**config.mk**
```make
export PLATFORM = sky130hd
export DESIGN_NAME = ulf_core
export DESIGN_NICKNAME = d
export VERILOG_FILES = /design/src/rtl/ulf_pkg.sv /design/src/rtl/ulf_core.sv
export SDC_FILE = /design/constraint.sdc
export NUM_CORES = 1
export LEC_CHECK = 0
export ABC_AREA = 1
export BUFFER_PORTS_ARGS = -buffer_cell sky130_fd_sc_hd__buf_2
export CAP_MARGIN = 30
export CORE_AREA = 2 2 56 58
export DETAILED_ROUTE_END_ITERATION = 16
export DIE_AREA = 0 0 58 60
export MAX_ROUTING_LAYER = met4
export PLACE_DENSITY = 0.71
export SETUP_SLACK_MARGIN = 0.15
export SLEW_MARGIN = 20
export SYNTH_ARGS = -nofsm -noshare
export SYNTH_HDL_FRONTEND = slang
export SYNTH_SLANG_ARGS = --single-unit
```
**constraint.sdc**
```tcl
create_clock -name CLK -period 0.9 [get_ports CLK]
set_clock_uncertainty 0.15 [all_clocks]
set_input_delay 0.18 -clock CLK [delete_from_list [all_inputs] [get_ports CLK]]
set_output_delay 0.18 -clock CLK [all_outputs]
set_load 0.05 [all_outputs]
```
**src/rtl/ulf_pkg.sv**
```systemverilog
// Package for the UART interrupt priority and line format block
package ulf_pkg;
  // ----------------------------------------------------------------
  // Register port
  // ----------------------------------------------------------------
  localparam int ADDR_W = 3;
  localparam logic [2:0] ISR_OFFSET = 3'h2;
  localparam logic [2:0] FCR_OFFSET = 3'h2;
  localparam logic [2:0] LCR_OFFSET = 3'h3;
  // ----------------------------------------------------------------
  // Field positions and reset values
  // ----------------------------------------------------------------
  localparam int LCR_DLAB_BIT = 7;
  localparam int LCR_BREAK_BIT = 6;
  localparam int LCR_STOP_BIT = 2;
  localparam int FCR_ENABLE_BIT = 0;
  localparam logic [7:0] LCR_RESET = 8'h00;
  localparam logic [7:0] ISR_RESET = 8'h01;
  localparam logic [7:0] UNMAPPED_READ = 8'h00;
  // ----------------------------------------------------------------
  // Interrupt codes, bits 3 to 0
  // ----------------------------------------------------------------
  localparam logic [3:0] CODE_LINE = 4'h6;
  localparam logic [3:0] CODE_RXDATA = 4'h4;
  localparam logic [3:0] CODE_TIMEOUT = 4'hc;
  localparam logic [3:0] CODE_TXEMPTY = 4'h2;
  localparam logic [3:0] CODE_MODEM = 4'h0;
  localparam logic [3:0] CODE_NONE = 4'h1;
  localparam logic [1:0] FIFO_ON_BITS = 2'h3;

  typedef enum logic [2:0] {
    ULF_PAR_NONE, ULF_PAR_ODD, ULF_PAR_EVEN, ULF_PAR_ONE, ULF_PAR_ZERO
  } ulf_parity_t;

  typedef struct packed {
    logic [3:0] word_bits;
    logic two_stop;
    logic half_stop;
    ulf_parity_t parity;
    logic divisor_access;
    logic break_on;
  } ulf_format_t;

  typedef struct packed {
    logic line_status;
    logic rx_data;
    logic rx_timeout;
    logic tx_empty;
    logic modem;
  } ulf_sources_t;
endpackage : ulf_pkg

```
**src/rtl/ulf_core.sv**
```systemverilog
// UART interrupt priority encoder and line format control
// Operation
// Source register read returns code of highest pending interrupt.
// Lower levels hidden until higher serviced; host must re-read.
// Line status is level 1, code 0110.
// Received data available is level 2, code 0100.
// Receive time-out is level 2, code 1100.
// Transmit holding empty is level 3, code 0010.
// Modem status change is level 4, code 0000.
// Bit 0 low when pending, high when none; resets high.
// Bits 3 to 1 carry priority code, reset zero.
// Bits 7:6 read 11 with queues enabled, 00 otherwise.
// Format bit 7 selects divisor latch access, resets 0.
// Format bit 6 holds serial output low for break.
// Parity none, odd or even from format bits 5:3.
// Forced one and forced zero parity codes also provided.
// Bit 2 gives one, one and half, or two stop bits.
// Bits 1:0 select five to eight bit characters.
// Queue control bit 0 enables both queues, resets off.
// Source bits 5:4 read zero; writes there are ignored.
// Code follows live sources; next level shows on next read.
module ulf_core #(
  parameter int ADDR_WIDTH = ulf_pkg::ADDR_W
) (
  input wire logic CLK,
  input wire logic RSTN,
  input wire logic CS_N,
  input wire logic RD_WR,
  input wire logic [ADDR_WIDTH-1:0] ADDR,
  input wire logic [7:0] D_IN,
  output logic [7:0] D_OUT,
  output logic D_OE,
  input wire ulf_pkg::ulf_sources_t SOURCES,
  input wire logic TX_SERIAL_IN,
  output logic TX_OUT,
  output ulf_pkg::ulf_format_t FORMAT,
  output logic FIFO_ENABLE
);
  import ulf_pkg::*;

  if (ADDR_WIDTH != ADDR_W) begin : g_bad_width
    $error("ADDR_WIDTH must match the register map");
  end

  // ----------------------------------------------------------------
  // State
  // ----------------------------------------------------------------
  logic [7:0] lcr_ff;
  logic fifo_en_ff;
  logic [7:0] dout_ff;
  logic doe_ff;
  logic tx_ff;
  ulf_format_t fmt_ff;

  // ----------------------------------------------------------------
  // Decode
  // ----------------------------------------------------------------
  wire access = !CS_N;
  wire rd_isr = access && RD_WR && (ADDR == ISR_OFFSET);
  wire rd_lcr = access && RD_WR && (ADDR == LCR_OFFSET);
  // isr not writable
  wire wr_fcr = access && !RD_WR && (ADDR == FCR_OFFSET);
  wire wr_lcr = access && !RD_WR && (ADDR == LCR_OFFSET);

  // ----------------------------------------------------------------
  // Priority encoder
  // ----------------------------------------------------------------
  // highest wins
  // lower masked, R19 live sources
  // Time-out outranks plain data within level 2: it carries more news
  logic [3:0] code;
  always_comb begin
    if (SOURCES.line_status) begin
      // line status
      code = CODE_LINE;
    end else if (SOURCES.rx_timeout) begin
      // time-out code
      code = CODE_TIMEOUT;
    end else if (SOURCES.rx_data) begin
      // data available
      code = CODE_RXDATA;
    end else if (SOURCES.tx_empty) begin
      // holding empty
      code = CODE_TXEMPTY;
    end else if (SOURCES.modem) begin
      // modem change
      code = CODE_MODEM;
    end else begin
      // none pending
      code = CODE_NONE;
    end
  end

  // queue indication
  wire [1:0] fifo_bits = fifo_en_ff ? FIFO_ON_BITS : 2'h0;
  // code bits, R18 zero bits
  wire [7:0] isr_val = {fifo_bits, 2'h0, code};
  wire [7:0] rd_data = rd_isr ? isr_val :
                       rd_lcr ? lcr_ff : UNMAPPED_READ;

  // ----------------------------------------------------------------
  // Format decode
  // ----------------------------------------------------------------
  // parity, R14 forced codes
  // Printed forced-one code clashes with odd; 101 taken as forced one
  logic [2:0] par_sel;
  ulf_parity_t par;
  assign par_sel = lcr_ff[5:3];
  always_comb begin
    unique casez (par_sel)
      3'b??0: par = ULF_PAR_NONE;
      3'b001: par = ULF_PAR_ODD;
      3'b011: par = ULF_PAR_EVEN;
      3'b101: par = ULF_PAR_ONE;
      3'b111: par = ULF_PAR_ZERO;
    endcase
  end

  ulf_format_t nxt_fmt;
  always_comb begin
    // word length
    nxt_fmt.word_bits = 4'h5 + {2'h0, lcr_ff[1:0]};
    // stop bits
    nxt_fmt.half_stop = lcr_ff[LCR_STOP_BIT] && (lcr_ff[1:0] == 2'h0);
    nxt_fmt.two_stop = lcr_ff[LCR_STOP_BIT] && (lcr_ff[1:0] != 2'h0);
    nxt_fmt.parity = par;
    // divisor access
    nxt_fmt.divisor_access = lcr_ff[LCR_DLAB_BIT];
    nxt_fmt.break_on = lcr_ff[LCR_BREAK_BIT];
  end

  // break forces low
  wire nxt_tx = lcr_ff[LCR_BREAK_BIT] ? 1'b0 : TX_SERIAL_IN;

  // ----------------------------------------------------------------
  // Registers
  // ----------------------------------------------------------------
  always_ff @(posedge CLK or negedge RSTN) begin
    if (!RSTN) begin
      lcr_ff <= LCR_RESET;
    end else if (wr_lcr) begin
      lcr_ff <= D_IN;
    end
  end

  // queue enable
  always_ff @(posedge CLK or negedge RSTN) begin
    if (!RSTN) begin
      fifo_en_ff <= 1'b0;
    end else if (wr_fcr) begin
      fifo_en_ff <= D_IN[FCR_ENABLE_BIT];
    end
  end

  always_ff @(posedge CLK or negedge RSTN) begin
    if (!RSTN) begin
      dout_ff <= 8'h00;
      doe_ff <= 1'b0;
    end else begin
      dout_ff <= rd_data;
      doe_ff <= access && RD_WR;
    end
  end

  always_ff @(posedge CLK or negedge RSTN) begin
    if (!RSTN) begin
      tx_ff <= 1'b1;
      fmt_ff <= '0;
    end else begin
      tx_ff <= nxt_tx;
      fmt_ff <= nxt_fmt;
    end
  end

  assign D_OUT = dout_ff;
  assign D_OE = doe_ff;
  assign TX_OUT = tx_ff;
  assign FORMAT = fmt_ff;
  assign FIFO_ENABLE = fifo_en_ff;
endmodule : ulf_core

```
==> results.md <==
- Overall Power: 3.75 mW
- Ys flop type: dfrtp_1
- Drt total wl: 2580 um
- Drt pass-1 iters: 3
- Antenna Violating Nets Remaining: 0
- Worst path bufs/invs: 1
- Total GRT Usage: 17.0%
- Power share of the clock group: 22.2%
- Worst Hold End: TX_OUT
- Post-placement setup slack: -0.204 ns
- Share of the synthesized area in the top cell type: 62.3%
- Die area: 0.00348 mm^2
- Synth area leader: dfrtp_1
- Routability cong.: 0.731
- Status: complete, but fails checks
- Vias in the first global route: 972
- Final #Nets: 211
- Sequential power share: 45.5%
- Vias: 998
- Syn Area/Cell: 9.47 um^2
- H-tree depth: 2
- Synth cell count leaders: nand2_1 (51), dfrtp_1 (29), inv_1 (19)
- Final worst-path setup slack: -0.438 ns
- Unrepaired setup endpoints after global routing: true
- Hold depth: 3
- Post-Syn Area: 0.00116 mm^2
- Clock tree buffer depth: 2
- Final routed DRC violation total: 0
- Max-cap violations: 0
- Worst Reg2Reg Path Length in Cells: 4
- Final hold violations: 11
- Compound-Gate Fraction of Synth Area: 0.430%
- # rows: 20
- Initial Util: 40.1%
- P&R area growth vs syn: 64.0%
- PwrDens: 1960 mW/mm^2
- Worst vdd ir: 0.00146 V
- Detailed placer's ending HPWL: 1860 um
- DR WL/cell: 11.6 um
- Worst hold margin: -0.117 ns
- Critical Path AT: 1.01 ns
- R2R setup slack: -0.11 ns
- Ant. Diodes: 0
- Multiplexer share of the synthesized area: 0%
- Post-synthesis net count: 146
- Beginning of the worst hold path: TX_SERIAL_IN
- Post-Layout Inst Area: 0.00191 mm^2
- IO Pins: 43
- Metal-1 WL: 1010 um
- Critical path class: reg2out
- Startpoint Class: flip-flop
- XOR/XNOR share of the synthesized area: 0%
- Async set or reset register ratio after synthesis: 100%
- Cell variety after synth: 13
- Largest family of logic cells by synthesized area: simple AND/OR/NAND/NOR gates
- DR WL met3: 153 um
- Slowest cell on the critical path: dfstp_2
- Min-delay worst type: in2reg
- Failing checks: negative hold slack, negative setup slack
- TritonCTS clock tree: built
- Switching power: 1.32 mW
- Sequential area share after synthesis: 64.6%
- Reg2reg start: lcr_ff[0]
- TritonCTS Sinks: 30
- Static Leak: 0.992 nW
- Worst path max stage delay: 0.55 ns
- Combinational Power Share: 32.3%
- Top delay family on crit path: flip-flops
- Setup tns final: -7.39 ns
- Sw Ratio: 35.3%
- CP Capture Type: output pin
- Pin count of the biggest net entering global routing: 19
- Root buf cell: clkbuf_4
- Hold buffers post-CTS: 1
- Die H: 60 um
- Critical path startpoint: TX_OUT
- Worst R2R End: FORMAT[5]
- Worst-Skew Late Latency: 0.32 ns
- Critical Path RT: 0.57 ns
- Antenna violations before repair: 0
- Slew headroom: 86.2%
- Minimum clock period: 1.34 ns
- Synth Area in Simple Gates: 26.4%
- Max Clk Rate: 747 MHz
- Syn. warnings: 0
- Power Internal: 2.43 mW
- Clk slew on worst S/H paths: 0.09 ns
- Synth Register Bits: 30
- Setup violators final: 34
- Drt initial violations: 20
- Grt ovf: 0
- Total CTS buffers: 5
- Core area: 0.00290 mm^2
- DR WL met2: 1350 um
- Top Metal Used: met4
- Syn Inst Count: 123
- Finished Core Util: 65.8%
- I/O Buffers: 42
- Period utilisation layout: 149%
- First-pass GRT wire length: 4080 um
- Max Slew Vio Count: 0
- Via density per instance: 4.50
- DP Area: 0.00157 mm^2
- Die Wd: 58 um
- Fraction of layout cells with a size suffix above 1: 65.1%
- Synth area leaders: dfrtp_1 (62%), nand2_1 (16%), inv_1 (6.1%)
- Final non-filler cell total: 222
- Crit path max fanout: 1
- Area share of fa/ha/maj cells after synthesis: 2.15%
- Worst slew pin tran: 0.206 ns
- Most common cell in the netlist: nand2_1
- Cell chain of the critical path: buf_8
- EDFF count, synth: 0
- Placed Cells: 206
-- repair_timing --
action                                 4_1_cts  5_1_grt
setup endpoints to repair                   48       67
setup buffers                                1        6
pin swaps                                   20        7
resized for setup                           57       17
endpoints found under the hold margin       41       11
-- power groups by stage --
stage	Combinational [mW]	Sequential [mW]	Clock (mW)
after detailed placement	0.956	1.69	0
after global placement	0.940	1.68	0
after CTS	1.16	1.70	0.851
after global routing	1.30	1.73	0.944
after floorplan	0.208	2.10	0
final	1.21	1.71	0.833
-- layout make-up --
class	count	area, um^2
Sequential cell	30	778
Clock inverter	1	5.00
Tap cell	33	41.3
Multi-Input combinational cell	73	435
Clock buffer	7	55.1
Fill cell	231	992
Timing Repair Buffer	58	508
Inverter	20	87.6
-- cells by family after synthesis --
group	count (synthesis)
DFF	30
adders and majority gates	2
AOI/OAI and AO/OA	1
buffers and inverters	20
and+or+nand+nor	70
-- worst max path at each step --
stage	slack, ns	depth (start not counted)	end
CTS	-0.46	1	TX_OUT
global route	-0.49	1	TX_OUT
floorplan	-0.09	0	TX_OUT
detailed placement	-0.20	6	D_OUT[4]
global placement	-0.17	5	lcr_ff[1]
finish	-0.44	1	TX_OUT
-- layer usage --
metal | track usage [%] | vias up
li1 | - | 496
met4 | 7.31 | 0
met3 | 5.84 | 6
met1 | 17.3 | 464
met5 | - | -
met2 | 29.7 | 32
-- cell usage in the layout, fill, tap and decap left out, drive strengths merged --
cell	netlist	final
buf	0	56
nand2	51	51
dfrtp	29	29
inv	20	20
nor2	14	14
clkbuf	0	8
nand3	4	4
ha	2	2
dfstp	1	1
o21ai	1	1
nand4	1	1
clkinv	0	1
dlygate4sd3	0	1
-- registers in the layout (all words and copies together) (netlist names) --
signal       flops
D_OE             1
FORMAT          11
TX_OUT           1
lcr_ff           8
D_OUT            8
FIFO_ENABLE      1
(Power assumes the default switching activity.)
